### config.mk
export PLATFORM = sky130hd
export DESIGN_NAME = adc_sequencer_control
export DESIGN_NICKNAME = d
export VERILOG_FILES = /design/src/shared/adc_seq_pkg.sv /design/src/core/adc_sequencer_control.sv
export SDC_FILE = /design/constraint.sdc
export NUM_CORES = 1
export LEC_CHECK = 0
export BUFFER_PORTS_ARGS = -buffer_cell sky130_fd_sc_hd__buf_2
export CORE_ASPECT_RATIO = 1.1
export CORE_MARGIN = 2
export CORE_UTILIZATION = 37
export DETAILED_ROUTE_END_ITERATION = 7
export GPL_TIMING_DRIVEN = 0
export SETUP_SLACK_MARGIN = 0.02
export SLEW_MARGIN = 10
export SYNTH_ARGS = -nofsm -noshare
export SYNTH_HDL_FRONTEND = slang
export SYNTH_SLANG_ARGS = --single-unit
### constraint.sdc
create_clock -name clk -period 5.9 [get_ports clk]
set_input_delay 1.475 -clock clk [delete_from_list [all_inputs] [get_ports clk]]
set_output_delay 1.475 -clock clk [all_outputs]
set_load 0.005 [all_outputs]
### src/shared/adc_seq_pkg.sv
// Package: register offsets, field positions, reset values and timing constants for the converter sequencer
package adc_seq_pkg;

  // Register byte addresses (one aligned 32-bit word each)
  localparam logic [7:0] MAIN_CONTROL_ADDR       = 8'h00;
  localparam logic [7:0] FORMAT_REF_CONTROL_ADDR = 8'h9C;
  localparam logic [7:0] RESULT_HIGH_ADDR        = 8'hA0;
  localparam logic [7:0] RESULT_LOW_ADDR         = 8'hA4;
  localparam logic [7:0] SAMPLE_ADDR             = 8'hA8;
  localparam logic [7:0] STATUS_ADDR             = 8'hAC;
  // Printed index of the format/reference register, kept for reference
  localparam logic [7:0] FORMAT_REF_INDEX        = 8'h9F;

  // Main control field positions
  localparam int CLK_SEL_MSB  = 7;
  localparam int CLK_SEL_LSB  = 6;
  localparam int CHAN_MSB     = 5;
  localparam int CHAN_LSB     = 3;
  localparam int START_BIT    = 2;
  localparam int ENABLE_BIT   = 0;

  // Format/reference field positions
  localparam int FORMAT_BIT   = 7;
  localparam int HALVE_BIT    = 6;
  localparam int REF_MSB      = 5;
  localparam int REF_LSB      = 4;

  // Status register bit positions
  localparam int IRQ_FLAG_BIT = 0;
  localparam int HOLD_OFF_BIT = 1;

  // Reset values
  localparam logic [7:0] MAIN_CONTROL_RESET = 8'h00;
  localparam logic [7:0] FORMAT_REF_RESET   = 8'h00;

  // Clock-select encodings
  localparam logic [1:0] CLK_SEL_RC = 2'h3;

  // Timing: bit periods per conversion and after it
  localparam int CONV_BIT_PERIODS = 9;
  localparam int HOLD_BIT_PERIODS = 2;
  localparam int RESULT_BITS      = 10;

endpackage

### src/core/adc_sequencer_control.sv
// Converter sequencer: Wishbone register file, bit-period clock divider and conversion sequencing
`timescale 1ns/100ps
`default_nettype none

// Overview of operation
// - Completion loads result, clears start, sets flag
// - Start bit reads one during conversion
// - Format bit selects right or left justification
// - Halving bit doubles system-derived bit period
// - Two-bit field selects reference pair
// - Unimplemented control bits read zero
// - Capacitor disconnected two bit periods after
// - Capacitor never discharged after conversion
// - Conversion takes nine bit periods
// - Seven bit-period sources selectable
// - Clock-select field picks conversion clock
module adc_sequencer_control #(
  parameter int RC_DIV = 80   // System clocks per internal RC bit period (4 us at 20 MHz)
) (
  // Clock and reset
  input  wire  logic        clk,
  input  wire  logic        rst,
  // Wishbone classic slave
  input  wire  logic        wb_cyc_i,
  input  wire  logic        wb_stb_i,
  input  wire  logic        wb_we_i,
  input  wire  logic [7:0]  wb_adr_i,
  input  wire  logic [3:0]  wb_sel_i,
  input  wire  logic [31:0] wb_dat_i,
  output var   logic [31:0] wb_dat_o,
  output var   logic        wb_ack_o,
  // Analog front end
  input  wire  logic [9:0]  sar_result,
  output var   logic        converter_power,
  output var   logic [2:0]  channel_select,
  output var   logic [1:0]  reference_config,
  output var   logic        sample_connect,
  output var   logic        sar_active,
  // Completion flag
  output var   logic        converter_irq_flag
);

  //////////////////////////////////////////////////////////////////////////////
  // Elaboration checks

  // The divider counts in 12 bits, so the RC period must fit below 4096
  if (RC_DIV < 2 || RC_DIV > 4095) begin : gen_bad_rc_div
    $error("RC_DIV out of range");
  end

  //////////////////////////////////////////////////////////////////////////////
  // Sequencer state

  typedef enum logic [2:0] {
    ST_IDLE    = 3'b001,
    ST_CONVERT = 3'b010,
    ST_HOLD    = 3'b100
  } seq_state_e;

  seq_state_e  state;
  logic [7:0]  adc_main_control;
  logic [7:0]  adc_format_reference_control;
  logic [7:0]  result_high_byte;
  logic [7:0]  result_low_byte;
  logic [11:0] div_count;
  logic [11:0] div_limit;
  logic        bit_tick;
  logic [3:0]  tick_count;
  logic        wr_main;
  logic        wr_format;
  logic        wr_high;
  logic        wr_low;
  logic        wr_status;
  logic        bus_req;
  logic        conv_done;
  logic        start_req;
  logic [15:0] justified;

  // New request only while ack is low: one ack per classic cycle
  assign bus_req   = wb_cyc_i && wb_stb_i && !wb_ack_o;
  assign wr_main   = bus_req && wb_we_i && wb_sel_i[0] && (wb_adr_i == adc_seq_pkg::MAIN_CONTROL_ADDR);
  assign wr_format = bus_req && wb_we_i && wb_sel_i[0] && (wb_adr_i == adc_seq_pkg::FORMAT_REF_CONTROL_ADDR);
  assign wr_high   = bus_req && wb_we_i && wb_sel_i[0] && (wb_adr_i == adc_seq_pkg::RESULT_HIGH_ADDR);
  assign wr_low    = bus_req && wb_we_i && wb_sel_i[0] && (wb_adr_i == adc_seq_pkg::RESULT_LOW_ADDR);
  assign wr_status = bus_req && wb_we_i && wb_sel_i[0] && (wb_adr_i == adc_seq_pkg::STATUS_ADDR);

  // Start is honoured only from idle with the module powered
  // enable gates start
  assign start_req = wr_main && wb_dat_i[adc_seq_pkg::START_BIT] && wb_dat_i[adc_seq_pkg::ENABLE_BIT]
                     && (state == ST_IDLE);

  // Final bit period of a conversion
  // nine bit periods
  assign conv_done = (state == ST_CONVERT) && bit_tick
                     && (tick_count == 4'(adc_seq_pkg::CONV_BIT_PERIODS - 1));

  //////////////////////////////////////////////////////////////////////////////
  // Bit-period divider

  // System clocks per bit period from the clock fields
  // clock select decode
  always_comb begin
    case (adc_main_control[adc_seq_pkg::CLK_SEL_MSB:adc_seq_pkg::CLK_SEL_LSB])
      2'h0:    div_limit = 12'h002;
      2'h1:    div_limit = 12'h008;
      2'h2:    div_limit = 12'h020;
      default: div_limit = 12'(RC_DIV);
    endcase
    if (adc_format_reference_control[adc_seq_pkg::HALVE_BIT]
        && adc_main_control[adc_seq_pkg::CLK_SEL_MSB:adc_seq_pkg::CLK_SEL_LSB] != adc_seq_pkg::CLK_SEL_RC) begin
      div_limit = {div_limit[10:0], 1'b0};
    end
  end

  // Free-running only while sequencing so each conversion starts on a fresh period;
  // the start edge already counts as the first clock, keeping a conversion at exactly nine periods
  always_ff @(posedge clk) begin
    if (rst || (state == ST_IDLE && !start_req)) begin
      div_count <= 12'h000;
      bit_tick  <= 1'b0;
    end else if (div_count == div_limit - 12'h001) begin
      div_count <= 12'h000;
      bit_tick  <= 1'b1;
    end else begin
      div_count <= div_count + 12'h001;
      bit_tick  <= 1'b0;
    end
  end

  //////////////////////////////////////////////////////////////////////////////
  // Sequencer

  // Software clearing the start bit is not modelled as an abort here
  // two-period hold-off
  always_ff @(posedge clk) begin
    if (rst) begin
      state      <= ST_IDLE;
      tick_count <= 4'h0;
    end else begin
      case (state)
        ST_IDLE: begin
          tick_count <= 4'h0;
          if (start_req) begin
            state <= ST_CONVERT;
          end
        end
        ST_CONVERT: begin
          if (conv_done) begin
            state      <= ST_HOLD;
            tick_count <= 4'h0;
          end else if (bit_tick) begin
            tick_count <= tick_count + 4'h1;
          end
        end
        ST_HOLD: begin
          if (bit_tick && tick_count == 4'(adc_seq_pkg::HOLD_BIT_PERIODS - 1)) begin
            state      <= ST_IDLE;
            tick_count <= 4'h0;
          end else if (bit_tick) begin
            tick_count <= tick_count + 4'h1;
          end
        end
        default: begin
          state      <= ST_IDLE;
          tick_count <= 4'h0;
        end
      endcase
    end
  end

  //////////////////////////////////////////////////////////////////////////////
  // Registers

  // Main control; start bit held by hardware until completion
  // start reads one
  always_ff @(posedge clk) begin
    if (rst) begin
      adc_main_control <= adc_seq_pkg::MAIN_CONTROL_RESET;
    end else begin
      if (wr_main) begin
        adc_main_control[7:3] <= wb_dat_i[7:3];
        adc_main_control[adc_seq_pkg::ENABLE_BIT] <= wb_dat_i[adc_seq_pkg::ENABLE_BIT];
      end
      if (conv_done) begin
        adc_main_control[adc_seq_pkg::START_BIT] <= 1'b0;
      end else if (start_req) begin
        adc_main_control[adc_seq_pkg::START_BIT] <= 1'b1;
      end
      adc_main_control[1] <= 1'b0;
    end
  end

  // Format/reference control, low nibble unimplemented
  // low bits zero
  always_ff @(posedge clk) begin
    if (rst) begin
      adc_format_reference_control <= adc_seq_pkg::FORMAT_REF_RESET;
    end else if (wr_format) begin
      adc_format_reference_control <= {wb_dat_i[7:4], 4'h0};
    end
  end

  // Justification at load time; extra bits are zeros
  // justify result
  assign justified = adc_format_reference_control[adc_seq_pkg::FORMAT_BIT]
                     ? {6'h00, sar_result}
                     : {sar_result, 6'h00};

  // Result pair: completion wins over a software write in the same cycle
  // load result
  always_ff @(posedge clk) begin
    if (rst) begin
      result_high_byte <= 8'h00;
      result_low_byte  <= 8'h00;
    end else if (conv_done) begin
      result_high_byte <= justified[15:8];
      result_low_byte  <= justified[7:0];
    end else begin
      if (wr_high) begin
        result_high_byte <= wb_dat_i[7:0];
      end
      if (wr_low) begin
        result_low_byte <= wb_dat_i[7:0];
      end
    end
  end

  // Completion flag: set wins over software clear; reading does not clear
  // set flag
  always_ff @(posedge clk) begin
    if (rst) begin
      converter_irq_flag <= 1'b0;
    end else if (conv_done) begin
      converter_irq_flag <= 1'b1;
    end else if (wr_status && !wb_dat_i[adc_seq_pkg::IRQ_FLAG_BIT]) begin
      converter_irq_flag <= 1'b0;
    end
  end

  //////////////////////////////////////////////////////////////////////////////
  // Analog front-end controls

  // Sample switch closed only when powered and idle; no discharge path exists,
  // so the held charge carries into the next acquisition
  // disconnect during hold
  always_ff @(posedge clk) begin
    if (rst) begin
      converter_power  <= 1'b0;
      channel_select   <= 3'h0;
      reference_config <= 2'h0;
      sample_connect   <= 1'b0;
      sar_active       <= 1'b0;
    end else begin
      // Follow the enable as it is written, so a start written with it is never unpowered
      converter_power  <= wr_main ? wb_dat_i[adc_seq_pkg::ENABLE_BIT] : adc_main_control[adc_seq_pkg::ENABLE_BIT];
      channel_select   <= adc_main_control[adc_seq_pkg::CHAN_MSB:adc_seq_pkg::CHAN_LSB];
      reference_config <= adc_format_reference_control[adc_seq_pkg::REF_MSB:adc_seq_pkg::REF_LSB];
      sample_connect   <= adc_main_control[adc_seq_pkg::ENABLE_BIT] && (state == ST_IDLE) && !start_req;
      sar_active       <= (state == ST_CONVERT) && !conv_done || start_req;
    end
  end

  //////////////////////////////////////////////////////////////////////////////
  // Wishbone read and acknowledge

  // One-cycle answer; unmapped addresses ack with zero data
  always_ff @(posedge clk) begin
    if (rst) begin
      wb_ack_o <= 1'b0;
      wb_dat_o <= 32'h0000_0000;
    end else begin
      wb_ack_o <= bus_req;
      wb_dat_o <= 32'h0000_0000;
      if (bus_req && !wb_we_i) begin
        case (wb_adr_i)
          adc_seq_pkg::MAIN_CONTROL_ADDR:       wb_dat_o <= {24'h000000, adc_main_control};
          adc_seq_pkg::FORMAT_REF_CONTROL_ADDR: wb_dat_o <= {24'h000000, adc_format_reference_control};
          adc_seq_pkg::RESULT_HIGH_ADDR:        wb_dat_o <= {24'h000000, result_high_byte};
          adc_seq_pkg::RESULT_LOW_ADDR:         wb_dat_o <= {24'h000000, result_low_byte};
          adc_seq_pkg::SAMPLE_ADDR:             wb_dat_o <= {24'h000000, {5'h00, state}};
          adc_seq_pkg::STATUS_ADDR:             wb_dat_o <= {30'h00000000, (state == ST_HOLD),
                                                             converter_irq_flag};
          default:                              wb_dat_o <= 32'h0000_0000;
        endcase
      end
    end
  end

endmodule

`default_nettype wire

==> parameters.txt <==
Parameter                              Value

Outcome
  Run status ... complete, no violations

Synth
  Average footprint of a synthesized cell ... 8.78 µm²
  Proportion of register bits with asynchronous set or reset after synthesis ... 0
  Seq/Total Area, Yosys ... 0.392
  FF+latch count, synth ... 64
  Number of warnings issued by yosys ... 0
  Top_reg_cell synth ... dfxtp_1
  Count of flip-flops with a built-in enable after synthesis ... 0
  Netlist cell types ... 56
  Syn Inst Count ... 372
  Synth Cell Area ... 0.00326 mm²

Placement
  Number of buffers inserted by port buffering ... 47
  Cell area after placement ... 0.00372 mm²
  Final Wtd Congestion ... 0.851
  Half-perimeter wire length after placement ... 6030 µm
  Placement-stage worst setup slack ... 2.44 ns

Timing
  Actual transition at the worst max-transition pin ... 0.718 ns
  Total negative slack ... 0 ns
  Largest clock skew in the final design ... 0.00654 ns
  Final-report setup violation count ... 0
  Max Transition Viols Final ... 0
  Max-Slew Margin vs Limit ... 0.518
  Unrepaired setup endpoints after global routing ... no
  Time the final worst path needs with I/O delays and setup ... 3.15 ns
  Maximum clock rate ... 318 MHz
  Final worst setup slack ... 2.75 ns
  Final hold violation count ... 0
  Tcrit/Tclk final ... 0.533

CTS
  Post CTS Setup Buffer Count ... 0
  Number of buffers added by the clock tree synthesis step ... 9
  Clock Sinks ... 64
  Clock transition time at the flip-flop clock pins of the worst setup and hold paths ... 0.08 ns
  Maximum level of the CTS H-tree ... 3
  Clock Path Buffers ... 2
  Quantity of gates resized following cts ... 0
  Clock latency on the worst-skew pair ... 0.34 ns
  Number of hold buffers added after cts ... 0
  Clock tree from TritonCTS ... built
  Clock root cell ... clkbuf_8

Layout
  Fillers ... 865
  Cell area after layout ... 0.00393 mm²
  Net total in the final layout ... 516
  P&R area growth vs syn ... 20.4%
  Layout cell share with drive strength beyond 1 ... 0.242
  Count of antenna diodes in the layout ... 0

Power and ir drop
  Static Leakage ... 1.53 nW
  Worst IR drop on VDD ... 0.000144 V
  Power per Cell Area ... 222 mW/mm²

Global routing
  Largest net degree at the start of global routing ... 13
  Wire length of the first global-routing pass ... 13400 µm
  Total gr overflow ... 0
  Number of antenna violations at the first check in global routing ... 0
  Total GRT Usage ... 0.179
  Number of global-route vias before repair ... 2748

Worst setup path
  Endpoint kind of the worst setup timing path ... register
  Data arrival at the endpoint of the critical path ... 3.40 ns
  Category of the worst setup path launch point ... input pin
  Worst endpoint required time ... 6.15 ns
  Worst Path Max Fanout ... 9
  WS Path Type ... in -> reg

Routing
  WL per Instance ... 14.3 µm
  Overall via count from detail_route ... 2853
  Mean number of vias per cell ... 5.01
  First drt pass iteration count ... 5
  Remaining antenna violation count after routing ... 0
  DRC violation count after routing ... 0
  Overall routed net length ... 8140 µm
  First DRT Iteration DRCs ... 177

Floorplanning
  Die Outline Area ... 0.00959 mm²
  Area of the core ... 0.00850 mm²
  Die Height ... 103 µm
  Die width ... 93.6 µm
  Placement Rows ... 35
  Effective utilization at floorplan ... 0.384
  Top-level port count ... 101

Worst hold path
  HP Class ... reg -> reg

Run
  MaxCap Viol Count ... 0
[Yosys cell counts, drive strengths merged (5+ instances only)]
cell type | number | area (µm²)
buf | 33 | 250
nor3 | 8 | 55.1
nand2 | 30 | 113
xnor2 | 7 | 61.3
a21oi | 15 | 75.1
a22o | 6 | 52.6
mux2i | 9 | 90.1
nor2 | 41 | 154
xor2 | 6 | 52.6
clkbuf | 13 | 48.8
nand3 | 12 | 65.1
inv | 17 | 63.8
dfxtp | 64 | 1280
a221oi | 12 | 105
nor2b | 14 | 87.6
o21ai | 15 | 75.1
and2 | 5 | 32.5
a211oi | 9 | 67.6
[critical path: stages]
cell and delay [ns]:
buf_2 0.12, nor4_4 0.64, nand3_2 0.37, and2_0 0.27, clkbuf_1 0.20, a221oi_1 0.32
[cell families (layout without fill, tap and decap cells)]
family	count (synthesis)	in the layout	synth area share
buf+inv	63	126	0.111
mux	11	11	0.0345
simple gates	143	143	0.244
flops	64	64	0.392
xor+xnor	13	13	0.0349
other cells	1	24	0.00115
compound gates	73	73	0.166
fa+ha+maj	4	4	0.0153
[state kept, by name, indices dropped and copies added, names as in the netlist, 2 cells and up]
signal	cells
adc_format_reference_control	4
adc_main_control	7
channel_select	3
div_count	12
reference_config	2
result_high_byte	8
result_low_byte	8
state	3
tick_count	4
wb_dat_o	8
[layout by cell type (no fill, tap or decap), types with 12 or more instances in the layout]
master	netlist	final
dfxtp_1	64	64
buf_2	2	49
nor2_1	41	41
nand2_1	30	30
buf_4	27	27
conb_1	1	24
inv_1	17	17
o21ai_0	15	15
a21oi_1	15	15
nor2b_1	14	14
clkbuf_1	13	13
a221oi_1	12	12
[where the power goes]
group	switching, W	internal, W
combinational	0.0000284	0.0000242
sequential	0.000000196	0.000432
clock	0.000178	0.000208
[worst paths after layout]
check / slack, ns / endpoint / cells after the start / startpoint
setup / recovery: 2.75 / result_high_byte[3]$_SDFFE_PP0P_ / 6 / wb_adr_i[1]
hold reg to reg: 0.47 / result_high_byte[5]$_SDFFE_PP0P_ / 2 / result_high_byte[5]$_SDFFE_PP0P_
hold / removal: 0.47 / result_high_byte[5]$_SDFFE_PP0P_ / 2 / result_high_byte[5]$_SDFFE_PP0P_
setup reg to reg: 3.80 / result_high_byte[7]$_SDFFE_PP0P_ / 8 / tick_count[0]$_SDFF_PP0_
[stage by stage]
step	cells	power, W	util	hold WS, ns
6_report	569	0.000871	0.463	0.473
5_1_grt	569	0.000905	0.463	0.498
4_1_cts	569	0.000874	0.463	0.473
3_5_place_dp	553	0.000494	0.438	0.462
3_3_place_gp	553	0.000494	0.438	0.454
2_1_floorplan	395	0.000471	-	0.430
[metal layers]
layer	up-vias	wire, µm	track usage
li1	1430	-	-
met1	1339	3770	0.223
met2	76	3900	0.312
met3	8	373	0.0322
met4	0	93	0.0680
met5	-	0	0
[area by class of cell]
type / count / area [µm²] / area share
repair buffers: 47 / 235 / 0.0599
multi-input cells: 268 / 1710 / 0.434
plain buffers: 46 / 299 / 0.0761
clock buffers: 10 / 138 / 0.0350
well taps: 111 / 139 / 0.0353
clock inverters: 6 / 67.6 / 0.0172
flip-flops and latches: 64 / 1280 / 0.326
inverters: 17 / 63.8 / 0.0162
Note: power is estimated with default switching activity, not from simulation.
